$ cat src/mtx_pkg.sv
// Constants, field layouts and types for the multimode timer channel.
// Assumes a 32-bit classic Wishbone register bus with byte addresses.
package mtx_pkg;

  // Register byte offsets
  localparam logic [7:0] ADDR_MODE   = 8'h00;
  localparam logic [7:0] ADDR_START  = 8'h04;
  localparam logic [7:0] ADDR_COUNT  = 8'h08;
  localparam logic [7:0] ADDR_RELOAD = 8'h0c;
  localparam logic [7:0] ADDR_STATUS = 8'h10;

  // Start register bits
  localparam int START_BIT   = 0;
  localparam int ONESHOT_BIT = 1;

  // Status register bits
  localparam int STAT_ACTIVE = 0;
  localparam int STAT_PIN    = 1;
  localparam int STAT_UFLOW  = 2;

  // Reset values
  localparam logic [15:0] MODE_RST   = 16'h0000;
  localparam logic [15:0] COUNT_RST  = 16'hffff;
  localparam logic [15:0] RELOAD_RST = 16'hffff;

  // Prescaler terminal counts
  localparam logic [2:0] PRE_DIV8_LAST  = 3'h7;
  localparam logic [4:0] PRE_DIV32_LAST = 5'h1f;
  localparam logic [4:0] SUB_DIV32_LAST = 5'h1f;

  // Free-run wrap value and one-shot end count
  localparam logic [15:0] FREE_RUN_WRAP = 16'hffff;
  localparam logic [15:0] OS_LAST_COUNT = 16'h0001;

  // Clock source select
  localparam logic [1:0] CLK_UNDIV  = 2'h0;
  localparam logic [1:0] CLK_DIV8   = 2'h1;
  localparam logic [1:0] CLK_DIV32  = 2'h2;
  localparam logic [1:0] CLK_SUB32  = 2'h3;

  // Effective edge select
  localparam logic [1:0] EDGE_FALL  = 2'h0;
  localparam logic [1:0] EDGE_RISE  = 2'h1;

  // Event source select
  localparam logic [1:0] EVT_PIN    = 2'h0;
  localparam logic [1:0] EVT_TMR_B2 = 2'h1;
  localparam logic [1:0] EVT_TMR_A1 = 2'h2;
  localparam logic [1:0] EVT_TMR_X  = 2'h3;

  // One-shot trigger select
  localparam logic [1:0] TRIG_SW    = 2'h0;
  localparam logic [1:0] TRIG_PIN   = 2'h1;
  localparam logic [1:0] TRIG_OVF   = 2'h2;

  typedef enum logic [1:0] {
    MODE_TIMER    = 2'h0,
    MODE_EVENT    = 2'h1,
    MODE_ONESHOT  = 2'h2,
    MODE_RESERVED = 2'h3
  } timer_mode_t;

  typedef enum logic [1:0] {
    OS_IDLE   = 2'b01,
    OS_ACTIVE = 2'b10
  } os_state_t;

  typedef struct packed {
    logic [1:0]  trigSel;
    logic [1:0]  evtSel;
    logic [1:0]  edgeSel;
    logic        freeRun;
    logic        gateLevel;
    logic        gateEn;
    logic        pulseOut;
    logic [1:0]  rsvd;
    logic [1:0]  clkSel;
    timer_mode_t mode;
  } mode_reg_t;

endpackage : mtx_pkg

$ cat src/multimode_timer_x_channel.sv
// One 16-bit down-counting timer channel: timer, event counter and one-shot.
// Assumes a classic Wishbone master on mclk and pin inputs synchronous to mclk.
//
// Notes on behaviour
// Timer mode counts undivided, /8, /32 clock or sub-clock /32.
// Timer and event modes count down and reload on underflow.
// Stored value n gives one underflow per n+1 source events.
// Timer and event modes count only while the start flag is 1.
// Timer and event modes raise the interrupt request on underflow.
// Reading the count register returns the live counter.
// Writing the count while stopped loads reload and counter together.
// Writing while counting updates reload only; counter takes it next reload.
// With gate selected, the pin level enables or suspends timer counting.
// With pulse output selected, the pin level inverts at each underflow.
// In timer mode the pin is port, gate input or pulse output.
// Event mode counts chosen pin edges or another timer's overflow.
// Free-run event counting wraps on underflow without reloading.
// In event mode the pin is port, count input or pulse output.
// One-shot countdown from n on the internal source lasts n periods.
// One-shot reaching zero loads the reload value, then halts.
// A trigger during a one-shot countdown reloads and restarts it.
// One-shot starts on pin trigger, timer overflow or software start flag.
// One-shot stops after the zero reload or when the start flag clears.
// One-shot raises the interrupt request when the count reaches zero.
// One-shot count reads are undefined; this block returns the counter.
// Mode register bits 0 and 1 choose the operating mode.
// Each instance keeps its own counter, reload, flags and pin logic.
`timescale 1ns/1ps

module multimode_timer_x_channel
  import mtx_pkg::*;
(
  input  wire logic        mclk,
  input  wire logic        nrst,
  input  wire logic        cyc_i,
  input  wire logic        stb_i,
  input  wire logic        we_i,
  input  wire logic [7:0]  adr_i,
  input  wire logic [31:0] dat_i,
  input  wire logic [3:0]  sel_i,
  output logic      [31:0] dat_o,
  output logic             ack_o,
  input  wire logic        subclockTick,
  input  wire logic        secondBTimerOverflow,
  input  wire logic        firstATimerOverflow,
  input  wire logic        neighbourXTimerOverflow,
  input  wire logic        ioPinIn,
  output logic             ioPinOut,
  output logic             ioPinOe_n,
  output logic             irqReq
);

  function automatic logic [15:0] mergeHalf(input logic [15:0] old,
                                            input logic [31:0] d,
                                            input logic [3:0]  s);
    mergeHalf = {s[1] ? d[15:8] : old[15:8], s[0] ? d[7:0] : old[7:0]};
  endfunction : mergeHalf

  // Prescaler state
  logic [4:0]  preQ;
  logic [4:0]  preD;
  logic [4:0]  subQ;
  logic [4:0]  subD;

  // Bus and register state
  logic        ackQ;
  logic        ackD;
  logic [31:0] datQ;
  logic [31:0] datD;
  mode_reg_t   modeQ;
  mode_reg_t   modeD;
  logic        startQ;
  logic        startD;

  // Core state
  logic [15:0] cntQ;
  logic [15:0] cntD;
  logic [15:0] reloadQ;
  logic [15:0] reloadD;
  os_state_t   osQ;
  os_state_t   osD;
  logic        pinPrevQ;
  logic        pinOutQ;
  logic        pinOutD;
  logic        irqQ;
  logic        uflowStickyQ;
  logic        uflowStickyD;

  // Decoded terms
  logic        wbReq;
  logic        wrEn;
  logic        rdEn;
  logic        cntWr;
  logic [15:0] cntWrVal;
  logic        osSwStart;
  logic        stickyClr;
  logic        div8Tick;
  logic        div32Tick;
  logic        subTick;
  logic        internalTick;
  logic        pinRise;
  logic        pinFall;
  logic        pinEdge;
  logic        ovfSel;
  logic        eventTick;
  logic        gateOk;
  logic        countTick;
  logic        trigger;
  logic        running;
  logic        uflow;

  // Prescaler: one-cycle enables at the selected rate
  always_comb begin
    preD      = preQ + 5'h01;
    subD      = subclockTick ? subQ + 5'h01 : subQ;
    div8Tick  = (preQ[2:0] == PRE_DIV8_LAST);
    div32Tick = (preQ == PRE_DIV32_LAST);
    subTick   = subclockTick & (subQ == SUB_DIV32_LAST);
    case (modeQ.clkSel)
      CLK_UNDIV: internalTick = 1'b1;
      CLK_DIV8:  internalTick = div8Tick;
      CLK_DIV32: internalTick = div32Tick;
      CLK_SUB32: internalTick = subTick;
      default:   internalTick = 1'b0;
    endcase
  end

  always_ff @(posedge mclk or negedge nrst) begin
    if (!nrst) begin
      preQ <= 5'h00;
      subQ <= 5'h00;
    end else begin
      preQ <= preD;
      subQ <= subD;
    end
  end

  // Bus decode and register writes
  always_comb begin
    wbReq     = cyc_i & stb_i & ~ackQ;
    // Writes land at the edge where the master sees ack
    wrEn      = cyc_i & stb_i & ackQ & we_i;
    rdEn      = wbReq & ~we_i;
    ackD      = wbReq;
    cntWr     = wrEn & (adr_i == ADDR_COUNT) & (sel_i[1] | sel_i[0]);
    cntWrVal  = mergeHalf(reloadQ, dat_i, sel_i);
    osSwStart = wrEn & (adr_i == ADDR_START) & sel_i[0] & dat_i[ONESHOT_BIT];
    stickyClr = wrEn & (adr_i == ADDR_STATUS) & sel_i[0] & dat_i[STAT_UFLOW];
    modeD     = modeQ;
    startD    = startQ;
    if (wrEn && adr_i == ADDR_MODE) begin
      modeD = mode_reg_t'(mergeHalf(modeQ, dat_i, sel_i));
    end
    if (wrEn && adr_i == ADDR_START && sel_i[0]) begin
      startD = dat_i[START_BIT];
    end
    datD = datQ;
    if (rdEn) begin
      case (adr_i)
        ADDR_MODE:   datD = {16'h0000, modeQ};
        ADDR_START:  datD = {31'h0, startQ};
        ADDR_COUNT:  datD = {16'h0000, cntQ};
        ADDR_RELOAD: datD = {16'h0000, reloadQ};
        ADDR_STATUS: datD = {29'h0, uflowStickyQ, pinOutQ,
                             osQ == OS_ACTIVE};
        default:     datD = 32'h00000000;
      endcase
    end
  end

  always_ff @(posedge mclk or negedge nrst) begin
    if (!nrst) begin
      ackQ   <= 1'b0;
      datQ   <= 32'h00000000;
      modeQ  <= mode_reg_t'(MODE_RST);
      startQ <= 1'b0;
    end else begin
      ackQ   <= ackD;
      datQ   <= datD;
      modeQ  <= modeD;
      startQ <= startD;
    end
  end

  assign ack_o = ackQ;
  assign dat_o = datQ;

  // Count sources, gate and triggers
  always_comb begin
    pinRise = ioPinIn & ~pinPrevQ;
    pinFall = ~ioPinIn & pinPrevQ;
    case (modeQ.edgeSel)
      EDGE_FALL: pinEdge = pinFall;
      EDGE_RISE: pinEdge = pinRise;
      default:   pinEdge = pinRise | pinFall;
    endcase
    case (modeQ.evtSel)
      EVT_TMR_B2: ovfSel = secondBTimerOverflow;
      EVT_TMR_A1: ovfSel = firstATimerOverflow;
      EVT_TMR_X:  ovfSel = neighbourXTimerOverflow;
      default:    ovfSel = 1'b0;
    endcase
    eventTick = (modeQ.evtSel == EVT_PIN) ? pinEdge : ovfSel;
    gateOk    = ~modeQ.gateEn | (ioPinIn == modeQ.gateLevel);
    running   = (modeQ.mode == MODE_ONESHOT) ? (osQ == OS_ACTIVE) : startQ;
    case (modeQ.mode)
      MODE_TIMER:   countTick = startQ & internalTick & gateOk;
      MODE_EVENT:   countTick = startQ & eventTick;
      MODE_ONESHOT: countTick = (osQ == OS_ACTIVE) & internalTick;
      default:      countTick = 1'b0;
    endcase
    case (modeQ.trigSel)
      TRIG_PIN: trigger = pinEdge;
      TRIG_OVF: trigger = ovfSel;
      TRIG_SW:  trigger = 1'b0;
      default:  trigger = pinEdge | ovfSel;
    endcase
    trigger = (modeQ.mode == MODE_ONESHOT) & startQ & (trigger | osSwStart);
  end

  // Counter, reload and one-shot sequencing
  always_comb begin
    reloadD = cntWr ? cntWrVal : reloadQ;
    cntD    = cntQ;
    osD     = osQ;
    uflow   = 1'b0;
    if (cntWr && !running) begin
      cntD = cntWrVal;
    end
    if (modeQ.mode == MODE_ONESHOT) begin
      case (osQ)
        OS_IDLE: begin
          if (trigger) begin
            cntD = reloadD;
            osD  = OS_ACTIVE;
          end
        end
        OS_ACTIVE: begin
          if (!startQ) begin
            osD = OS_IDLE;
          end else if (trigger) begin
            cntD = reloadD;
          end else if (countTick) begin
            if (cntQ <= OS_LAST_COUNT) begin
              uflow = 1'b1;
              cntD  = reloadD;
              osD   = OS_IDLE;
            end else begin
              cntD = cntQ - 16'h0001;
            end
          end
        end
        default: osD = OS_IDLE;
      endcase
    end else begin
      osD = OS_IDLE;
      if (countTick) begin
        if (cntQ == 16'h0000) begin
          uflow = 1'b1;
          if (modeQ.mode == MODE_EVENT && modeQ.freeRun) begin
            cntD = FREE_RUN_WRAP;
          end else begin
            cntD = reloadD;
          end
        end else begin
          cntD = cntQ - 16'h0001;
        end
      end
    end
    pinOutD      = pinOutQ ^ (uflow & modeQ.pulseOut);
    uflowStickyD = uflow | (uflowStickyQ & ~stickyClr);
  end

  // Per-instance state only; no sharing across channels
  always_ff @(posedge mclk or negedge nrst) begin
    if (!nrst) begin
      cntQ         <= COUNT_RST;
      reloadQ      <= RELOAD_RST;
      osQ          <= OS_IDLE;
      pinPrevQ     <= 1'b0;
      pinOutQ      <= 1'b0;
      irqQ         <= 1'b0;
      uflowStickyQ <= 1'b0;
    end else begin
      cntQ         <= cntD;
      reloadQ      <= reloadD;
      osQ          <= osD;
      pinPrevQ     <= ioPinIn;
      pinOutQ      <= pinOutD;
      irqQ         <= uflow;
      uflowStickyQ <= uflowStickyD;
    end
  end

  assign irqReq    = irqQ;
  assign ioPinOut  = pinOutQ;
  // Pin driven only as pulse output; otherwise released to port or input
  assign ioPinOe_n = ~(modeQ.pulseOut & (modeQ.mode != MODE_RESERVED));

  logic notOneshot;
  assign notOneshot = (modeQ.mode == MODE_TIMER) | (modeQ.mode == MODE_EVENT);
endmodule : multimode_timer_x_channel

$ cat config.mk
export PLATFORM = sky130hd
export DESIGN_NAME = multimode_timer_x_channel
export DESIGN_NICKNAME = d
export VERILOG_FILES = /design/src/mtx_pkg.sv /design/src/multimode_timer_x_channel.sv
export SDC_FILE = /design/constraint.sdc
export NUM_CORES = 1
export LEC_CHECK = 0
export BUFFER_PORTS_ARGS = -buffer_cell sky130_fd_sc_hd__buf_4
export CELL_PAD_IN_SITES_DETAIL_PLACEMENT = 1
export CELL_PAD_IN_SITES_GLOBAL_PLACEMENT = 1
export CORE_MARGIN = 2
export CORE_UTILIZATION = 47
export CTS_CLUSTER_DIAMETER = 30
export CTS_CLUSTER_SIZE = 12
export DETAILED_ROUTE_END_ITERATION = 10
export PLACE_DENSITY = 0.95
export SLEW_MARGIN = 20
export SYNTH_ARGS = -nofsm -noshare
export SYNTH_HDL_FRONTEND = slang
export SYNTH_SLANG_ARGS = --single-unit
$ cat constraint.sdc
create_clock -name mclk -period 7.3 [get_ports mclk]
set_input_delay 1.825 -clock mclk [delete_from_list [all_inputs] [get_ports mclk]]
set_output_delay 1.825 -clock mclk [all_outputs]
set_load 0.03 [all_outputs]
======== Word-level counts from Yosys, hierarchy flattened ========
Index checks and enable logic that the tools add are counted.
W data, S select, Z words.
operators by class
  add/subtract/negate cells ............... 3
  multipliers ............................. 0
  divide/modulo/power cells ............... 0
  order comparisons ....................... 1
  eq/ne operators ......................... 26
  shift operators ......................... 0
  mux-type cells .......................... 37
  bitwise gates (word level) .............. 39
  reduce and logical (&&, ||, !) cells .... 16
operators with widths
  operator                 number
  $mux W16                 11
  $pmux W16 S5             1
  $pmux W16 S2             1
  $and A1 B1 Y1            25
  $eq A8 B4 Y1 const B     2
  $le A16 B1 Y1 const B    1
  $logic_not A16 Y1        1
  $mux W8                  2
  $sub A16 B1 Y16 const B  1
  $eq A2 B2 Y1 const B     7
  $eq A2 B1 Y1 const B     6
  $mux W2                  6
  $add A5 B1 Y5 const B    2
  $eq A5 B5 Y1 const B     2
  $logic_not A2 Y1         5
  $mux W1                  10
  $pmux W1 S3              3
  $eq A8 B3 Y1 const B     1
  $eq A8 B5 Y1 const B     1
  $logic_not A8 Y1         1
  $ne A4 B4 Y1 const B     2
  $not A1 Y1               7
  $or A1 B1 Y1             6
  $logic_and A1 B1 Y1      5
  12 further kinds         13
word-level totals
  bits in registers ....................... 98
  bits in latches ......................... 0
  RAM bits ................................ 0
  memory bits (read-only) ................. 0
  output and inout bits ................... 36
  memories ................................ 0

======== Longest topological paths before layout ========
Gate-level depths: netlist of the first run.
  word-level depth ........................ 14
  depth in mapped cells ................... 13
  gate-level depth less buffers ........... 11

======== Worst setup path before layout of the first run ========
No wires, ideal clock.
  path type ............................... input-to-reg
  start point ............................. input ioPinIn
  end point ............................... register cntQ[12]
  library setup time ...................... 88 ps
  data arrival time ....................... 3925 ps
  data required time ...................... 7212 ps
  setup slack ............................. 3287 ps
  cell stages on the path ................. 11
  cell sequence ........................... inv_1 -> ha_1 -> a21oi_1 -> o21ai_1 -> a221o_1 -> and2_1 -> clkbuf_1 -> nor2_1 -> nand3_1 -> a32o_1 -> a221oi_2
between the ends
  word-level cells in the longest chain between the ends .. 12
  elaborated cells between the ends (all ways) .. 22
  classes of those cells .................. 1 x eq/ne; 11 x mux; 10 x bitwise
ends and longest elaborated chain
  element                                              RTL line                                                            source
  from (decl)                                          multimode_timer_x_channel.sv:47                                     input wire logic ioPinIn,
  $not A1 Y1                                           multimode_timer_x_channel.sv:191                                    pinFall = ~ioPinIn & pinPrevQ;
  $and A1 B1 Y1                                        multimode_timer_x_channel.sv:191
  $or A1 B1 Y1                                         multimode_timer_x_channel.sv:195                                    default: pinEdge = pinRise | pinFall;
  $pmux W1 S2                                          multimode_timer_x_channel.sv:192                                    case (modeQ.edgeSel)
  $mux W1 / $or A1 B1 Y1 (equally long branches)       multimode_timer_x_channel.sv:203, multimode_timer_x_channel.sv:216
  $and A1 B1 Y1 / $pmux W1 S3 (equally long branches)  multimode_timer_x_channel.sv:208, multimode_timer_x_channel.sv:212
  $pmux W1 S3 / $or A1 B1 Y1 (equally long branches)   multimode_timer_x_channel.sv:206, multimode_timer_x_channel.sv:218
  $mux W16 / $and A1 B1 Y1 (equally long branches)     multimode_timer_x_channel.sv:243, multimode_timer_x_channel.sv:218
  $mux W16                                             multimode_timer_x_channel.sv:241                                    end else if (trigger) begin
  $mux W16                                             multimode_timer_x_channel.sv:239                                    if (!startQ) begin
  $pmux W16 S2                                         multimode_timer_x_channel.sv:231                                    case (osQ)
  $mux W16 *                                           multimode_timer_x_channel.sv:230                                    if (modeQ.mode == MODE_ONESHOT) begin
  named net cntD[12]                                   multimode_timer_x_channel.sv:77                                     logic [15:0] cntD;
  to (signal assigned)                                 multimode_timer_x_channel.sv:285                                    cntQ <= cntD;
  to (decl)                                            multimode_timer_x_channel.sv:76                                     logic [15:0] cntQ;
Mark *: on every way through the listed nets, which the timed path passes. The rest lies on a longest branch.
A chain may end at the register's enable or synchronous reset.

======== Final worst setup path of the first run ========
  start point ............................. input adr_i[4]
  end point ............................... register cntQ[4]
between the ends
  word-level cells in the longest chain between the ends .. 10
  elaborated cells between the ends (all ways) .. 22
  classes of those cells .................. 2 x eq/ne; 12 x mux; 7 x bitwise; 1 x reduce/logical
ends and longest elaborated chain
  element                                              RTL line                                                            source
  from (decl)                                          multimode_timer_x_channel.sv:38                                     input wire logic [7:0] adr_i,
  $eq A8 B4 Y1 / $eq A8 B3 Y1 (equally long branches)  multimode_timer_x_channel.sv:145, multimode_timer_x_channel.sv:147
  $and A1 B1 Y1 (on tied branches) (2 in a row)        multimode_timer_x_channel.sv:145, multimode_timer_x_channel.sv:147
  $mux W16 (tied with other cells)                     multimode_timer_x_channel.sv:223                                    reloadD = cntWr ? cntWrVal : reloadQ;
  $mux W16 (tied with other cells)                     multimode_timer_x_channel.sv:244                                    if (cntQ <= OS_LAST_COUNT) begin
  $mux W16 / $and A1 B1 Y1 (equally long branches)     multimode_timer_x_channel.sv:243, multimode_timer_x_channel.sv:218
  $mux W16                                             multimode_timer_x_channel.sv:241
  $mux W16                                             multimode_timer_x_channel.sv:239
  $pmux W16 S2                                         multimode_timer_x_channel.sv:231
  $mux W16 *                                           multimode_timer_x_channel.sv:230
  named net cntD[4]                                    multimode_timer_x_channel.sv:77
Marked as above.

==> impl_metrics.tcl, run 1 <==
set metrics [dict create \
    fp.dieArea_mm2 0.0131 \
    gp_congestion 0.968 \
    hold_buffers 0 \
    pwr-share-comb_pct 24.7 \
    dp_slack_ps 2100 \
    wl_per_cell_um 26.7 \
    path_clk_slew_ps 70 \
    rows 40 \
    critPathTopFamily "compound AO/OA/AOI/OAI gates" \
    switching_share_pct 35.5 \
    synth_edf_count 0 \
    power_mw 1.39 \
    synth_warnings 0 \
    grt_pass1_vias 6144 \
    grt_pass1_wl_mm 33.9 \
    p_seq_share_pct 43.6 \
    min_period_ps 5240 \
    cts_made_buffers 9 \
    fin_hold_ws_ps 474 \
    syn-cell-area_mm2 0.00572 \
    end_kind "register" \
    pwr-share-clk_pct 31.7 \
    worst-setup-path-type "input pin to register" \
    cp_num_buf_inv 1 \
    yosys.area_share.adder_pct 2.41 \
    p_sw_mw 0.493 \
    setup_slack_ps 2060 \
    synthCells 638 \
    synth_area_leaders "dfrtp_1, dfstp_2, mux2_2, mux2i_1, nand2_1" \
    cts_resized 0 \
    max-cap-violations 0 \
    synth_cell_types 63 \
    synth-xor-area-share_pct 2.60 \
    fin_nets 730 \
    worstMarginPinSlew_ps 1070 \
    cp_cell_sequence "buf_4 -> nor4_1 -> nand4_1 -> nand3_1 -> nand3_1 -> a21oi_1 -> o221ai_1 -> o21ai_0 -> o21ai_0" \
    hold_viol 0 \
    synth.avg_cell_area_um2 8.96 \
    cts_max_path_buffers 2 \
    startpoint_type "input pin" \
    cp_slowest_cell "a21oi_1" \
    muxShareOfSynthArea_pct 12.9 \
    gr-total-overflow 0 \
    hold_path.class "register to register" \
    cts-root-buf "clkbuf_16" \
    max_freq_ghz 0.191 \
    drt-pass1-iter-count 5 \
    ant_nets 0 \
    power.leakage_nw 2.88 \
    multi_input_area_mm2 0.00331 \
    antenna_found_initial 2 \
    cpPeakStageDelay_ps 1100 \
    postCtsSetupBuffers 0 \
    synthArstFlopShare_pct 100 \
    seq_area_frac_synth_pct 36.6 \
    die_w_um 114 \
    worstSkewPairLatency_ps 350 \
    wl_mm 21.8 \
    port_buffers 55 \
    synth_flop_cell "dfrtp_1" \
    finalClockSkew_ps 7.96 \
    fillerInstances 1363 \
    boundaryPins 90 \
    via_per_inst 7.04 \
    irDropWorstVdd_v 0.000113 \
    clock-sinks 82 \
    synth_compound_area_share_pct 21.1 \
    crit_fanout 23 \
    internal_power_mw 0.898 \
    drt_iter0_drc 813 \
    grt_max_degree 83 \
    synth_top_family_by_area "compound AO/OA/AOI/OAI gates" \
    drc 0 \
    final-seq-area_mm2 0.00209 \
    die_h_um 114 \
    netlist.area_leader.share_pct 21.4 \
    required_ps 7560 \
    period_share_pct 71.8 \
    setup_violations 0 \
    slew_headroom_pct 28.7 \
    htree_levels 3 \
    cts_tree "yes" \
    yosys.area_share.simple_pct 17.6 \
    vias 5754 \
    core-area_mm2 0.0120 \
    track_usage_pct 33.8 \
    synth_seq_cells 82 \
    area_delta_synth_final_pct 12.1 \
    tns_ps 0 \
    initial_core_util_pct 47.8 \
    diodes 0 \
    power_density_mw_per_mm2 217 \
    yosys.area.top_type "dfrtp_1" \
    critical_path_arrival_ps 5500 \
    finalMaxSlewViolations 0 \
    dpl.hpwl_mm 15.1 \
    rsz0062_at_grt "no" \
    drive_gt1_share_pct 22.8 \
    status "complete, no violations" \
]
[logic make-up after synthesis]
family,after synthesis
compound gates,181
xor+xnor,17
fa+ha+maj,11
buf+inv,85
flops,82
mux,68
other cells,1
simple gates,193
[layout make-up]
class                      count  area share [%]
multi-input combinational    486            51.6
inverter                      27            1.58
clock buffer                  10            3.57
sequential                    82            32.6
clock inverter                 6           0.761
tap                          147            2.87
timing repair buffer          59            6.97
[worst reg2reg max path: cells and delay by family, from the launching register on]
kind                     cells  cell delay, ps
AO/OA/AOI/OAI                3             890
adder cells (fa/ha/maj)      1             540
flip-flops                   1             370
multiplexers                 1             200
AND/OR/NAND/NOR              4            1800
buffers and inverters        1              50
[metrics by stage]
stage | std cells | util (%) | cell area (um2)
6_report | 817 | 53.6 | 6410
5_1_grt | 817 | 53.6 | 6410
4_1_cts | 817 | 53.6 | 6410
3_5_place_dp | 801 | 51.3 | 6130
3_3_place_gp | 801 | 51.2 | 6130
2_1_floorplan | 653 | - | 5780
[power groups by stage]
stage | clock network (mW) | registers [mW] | logic (mW)
after floorplan | 0 | 0.564 | 0.256
after global placement | 0 | 0.600 | 0.293
after detailed placement | 0 | 0.608 | 0.324
after CTS | 0.442 | 0.601 | 0.335
after global routing | 0.466 | 0.610 | 0.370
final | 0.442 | 0.606 | 0.344
[worst paths after layout]
path / startpoint / end / slack (ps) / cells past startpoint
worst max-delay path: adr_i[4] / cntQ[4] / 2060 / 9
worst min-delay path: subQ[3] / subQ[3] / 470 / 1
worst max register to register: osQ[0] / cntQ[12] / 3360 / 10
worst min register to register: subQ[3] / subQ[3] / 470 / 1
max in group asynchronous: nrst / modeQ[11] / 5220 / 1
min in group asynchronous: nrst / dat_o[15] / 1530 / 1
[layout by cell type, fill, tap and decap left out, types with 11 or more instances in the layout]
cell type / count
nand3_1: 14
dfrtp_1: 49
ha_1: 11
buf_4: 58
dfstp_2: 33
conb_1: 16
mux2_2: 36
o221ai_1: 13
mux2i_1: 31
a21oi_1: 45
xnor2_1: 11
nor2_1: 35
nand2_1: 63
o21ai_0: 44
inv_1: 27
and3_1: 13
[Yosys cell counts, types with 14 or more instances]
cell type	count
nand2_1	63
dfrtp_1	49
a21oi_1	45
o21ai_0	44
clkbuf_1	37
mux2_2	36
nor2_1	35
dfstp_2	33
mux2i_1	31
inv_1	27
buf_4	16
nand3_1	14
[flip-flops by register name, summed over array words and instances (netlist names)]
name / flops
modeQ: 16
uflowStickyQ: 1
cntQ: 16
preQ: 5
dat_o: 16
subQ: 5
irqReq: 1
pinPrevQ: 1
ack_o: 1
osQ: 2
reloadQ: 16
startQ: 1
ioPinOut: 1
[routing by layer]
layer | vias to the layer above | routed length, um | GRT usage (%)
met5 | - | 30 | 0
met4 | 4 | 1240 | 19.3
met3 | 135 | 1940 | 7.83
met2 | 401 | 10400 | 56.2
met1 | 2827 | 8170 | 40.1
li1 | 2387 | - | -
No activity file was read; power rests on OpenSTA's default activity.
==> run 2: changes to the inputs <==
--- a/config.mk
+++ b/config.mk
@@ -9,11 +9,11 @@
 export CELL_PAD_IN_SITES_DETAIL_PLACEMENT = 1
 export CELL_PAD_IN_SITES_GLOBAL_PLACEMENT = 1
 export CORE_MARGIN = 2
-export CORE_UTILIZATION = 47
+export CORE_UTILIZATION = 40
 export CTS_CLUSTER_DIAMETER = 30
 export CTS_CLUSTER_SIZE = 12
 export DETAILED_ROUTE_END_ITERATION = 10
-export PLACE_DENSITY = 0.95
+export PLACE_DENSITY = 0.87
 export SLEW_MARGIN = 20
 export SYNTH_ARGS = -nofsm -noshare
 export SYNTH_HDL_FRONTEND = slang
==> constraint.sdc (replaced) <==
create_clock -name mclk -period 4.46 [get_ports mclk]
set_input_delay 1.115 -clock mclk [delete_from_list [all_inputs] [get_ports mclk]]
set_output_delay 1.115 -clock mclk [all_outputs]
set_load 0.03 [all_outputs]
==> run 2 against run 1 <==
  * Sequential power is 64% higher
  * Clock power is 91% higher
  * Sequential cell count stayed put
  * Sequential share of layout area is 0.90 points lower
  * Non-clock buffer count up 12
  * Combinational power increased by 57%
  * Via count fell by 3.6%
  * Total power increased by 71%
  * Critical endpoint is now cntQ[7]
  * Worst setup slack worse by 1300 ps
  * Global-route usage fell by 5.9 points
  * Clock-buffer cell count rose by 1
==> impl_metrics.tcl, run 2 (same netlist as run 1, synthesis figures left out) <==
set metrics [dict create \
    placed_area_mm2 0.00626 \
    finalMaxSlewViolations 0 \
    slew_headroom_pct 28.9 \
    port_buffers 55 \
    cts_max_path_buffers 2 \
    pwr-share-clk_pct 35.5 \
    boundaryPins 90 \
    wl_per_cell_um 24.2 \
    worst-setup-path-type "input pin to register" \
    required_ps 4730 \
    fin_area_mm2 0.00660 \
    core-area_mm2 0.0139 \
    period_share_pct 84.0 \
    htree_levels 3 \
    die_w_um 124 \
    top_usage_layer "met2" \
    dp_slack_ps 483 \
    grt_util_met3_pct 5.82 \
    switching_share_pct 32.2 \
    max-cap-violations 0 \
    drt-pass1-iter-count 6 \
    setup_slack_ps 715 \
    grt_max_degree 62 \
    hold_buffers 0 \
    cpPeakStageDelay_ps 560 \
    min_period_ps 3740 \
    cts-root-buf "clkbuf_16" \
    via_per_inst 6.43 \
    critPathTopFamily "simple AND/OR/NAND/NOR gates" \
    hold_path.class "register to register" \
    status "complete, no violations" \
    fin_nets 742 \
    fillerInstances 1628 \
    diodes 0 \
    cts_made_buffers 9 \
    power.leakage_nw 2.98 \
    setup_violations 0 \
    worst_path_most_repeated_cell "buf_4" \
    grt_pass1_wl_mm 32.2 \
    crit_fanout 17 \
    area_delta_synth_final_pct 15.3 \
    track_usage_pct 27.9 \
    wl_mm 20.9 \
    drt_iter0_drc 664 \
    end_kind "register" \
    drive_gt1_share_pct 24.2 \
    tns_ps 0 \
    gr-total-overflow 0 \
    cts_tree "yes" \
    gp_congestion 0.986 \
    drc 0 \
    pwr-share-comb_pct 22.7 \
    p_sw_mw 0.766 \
    cts_resized 0 \
    rows 43 \
    critical_path_arrival_ps 4010 \
    path_clk_slew_ps 60 \
    clock-sinks 82 \
    finalClockSkew_ps 11.8 \
    final_common_cell "buf_4" \
    fp.dieArea_mm2 0.0153 \
    antenna_found_initial 1 \
    postCtsSetupBuffers 0 \
    power_density_mw_per_mm2 361 \
    internal_power_mw 1.61 \
    max_freq_ghz 0.267 \
    ant_nets 0 \
    worstMarginPinSlew_ps 1060 \
    initial_core_util_pct 41.0 \
    layout_common_cells "buf_4, nand2_1, dfrtp_1" \
    startpoint_type "input pin" \
    dpl.hpwl_mm 15.1 \
    die_h_um 124 \
    met2_usage_pct 47.4 \
    rsz0062_at_grt "no" \
    cp_num_buf_inv 2 \
    grt_pass1_vias 5904 \
    hold_viol 0 \
    grt_use_met1_pct 33.6 \
    vias 5544 \
    cp_cell_sequence "buf_4 -> nor4b_1 -> and2_1 -> nand4_2 -> buf_4 -> mux2i_1 -> nand2_1 -> o31a_1 -> o221ai_1 -> a21oi_1" \
    irDropWorstVdd_v 0.000195 \
    utilization_pct 47.3 \
    worstSkewPairLatency_ps 350 \
    cp_slowest_cell "nand4_2" \
    p_seq_share_pct 41.8 \
]
run 2: cell types whose count changed in the layout (fill, tap and decap cells not counted), sizes merged:
cell | before | now
buf | 59 | 71
inv | 29 | 28
clkbuf | 10 | 11
clkinvlp | 3 | 1
bufinv | 0 | 2
run 2: worst register-to-register path, delay by kind of cell, from the launching register on:
| family | cells | cell delay [ps] |
|---|---|---|
| and+or+nand+nor | 5 | 2240 |
| DFF | 1 | 410 |
| AOI/OAI and AO/OA | 3 | 330 |
| adders and majority gates | 1 | 240 |
| buffers and inverters | 1 | 100 |
run 2: worst paths after layout:
path                            startpoint       end  slack [ps]  cells after the start
worst max-delay path              adr_i[4]   cntQ[7]         720                     10
worst min-delay path                 ack_o     ack_o         480                      1
worst max register to register     cntQ[1]  cntQ[11]        1050                     10
worst min register to register       ack_o     ack_o         480                      1
max in group asynchronous             nrst   cntQ[3]        2680                      2
min in group asynchronous             nrst  ioPinOut         880                      1
run 2: final cells by class:
cell class	instances	area (um2)	share of cell area [%]
clock inverter	5	85.1	1.29
timing repair buffer	71	533	8.08
sequential	82	2090	31.7
multi-input combinational	486	3300	50.1
inverter	27	101	1.54
clock buffer	11	253	3.83
tap	180	225	3.41
run 2: power groups by stage:
stage / Sequential, mW / Clock [mW] / Combinational, mW
global placement: 0.987 / 0 / 0.481
finish: 0.994 / 0.845 / 0.540
detailed placement: 0.995 / 0 / 0.523
CTS: 0.984 / 0.852 / 0.532
global route: 1.00 / 0.893 / 0.586
floorplan: 0.924 / 0 / 0.418
run 2: per-layer routing:
layer  vias to the layer above  share of wire [%]
met1                      2771                 39
met5                         -              0.024
met2                       302                 49
met3                        66                8.6
met4                         2                3.3
li1                       2403                  -
run 2: metrics by stage:
step / hold WS [ps] / power, mW / cells
finish: 476 / 2.38 / 862
global route: 493 / 2.48 / 862
CTS: 472 / 2.37 / 862
detailed placement: 461 / 1.52 / 846
global placement: 437 / 1.47 / 846
floorplan: 422 / 1.34 / 653
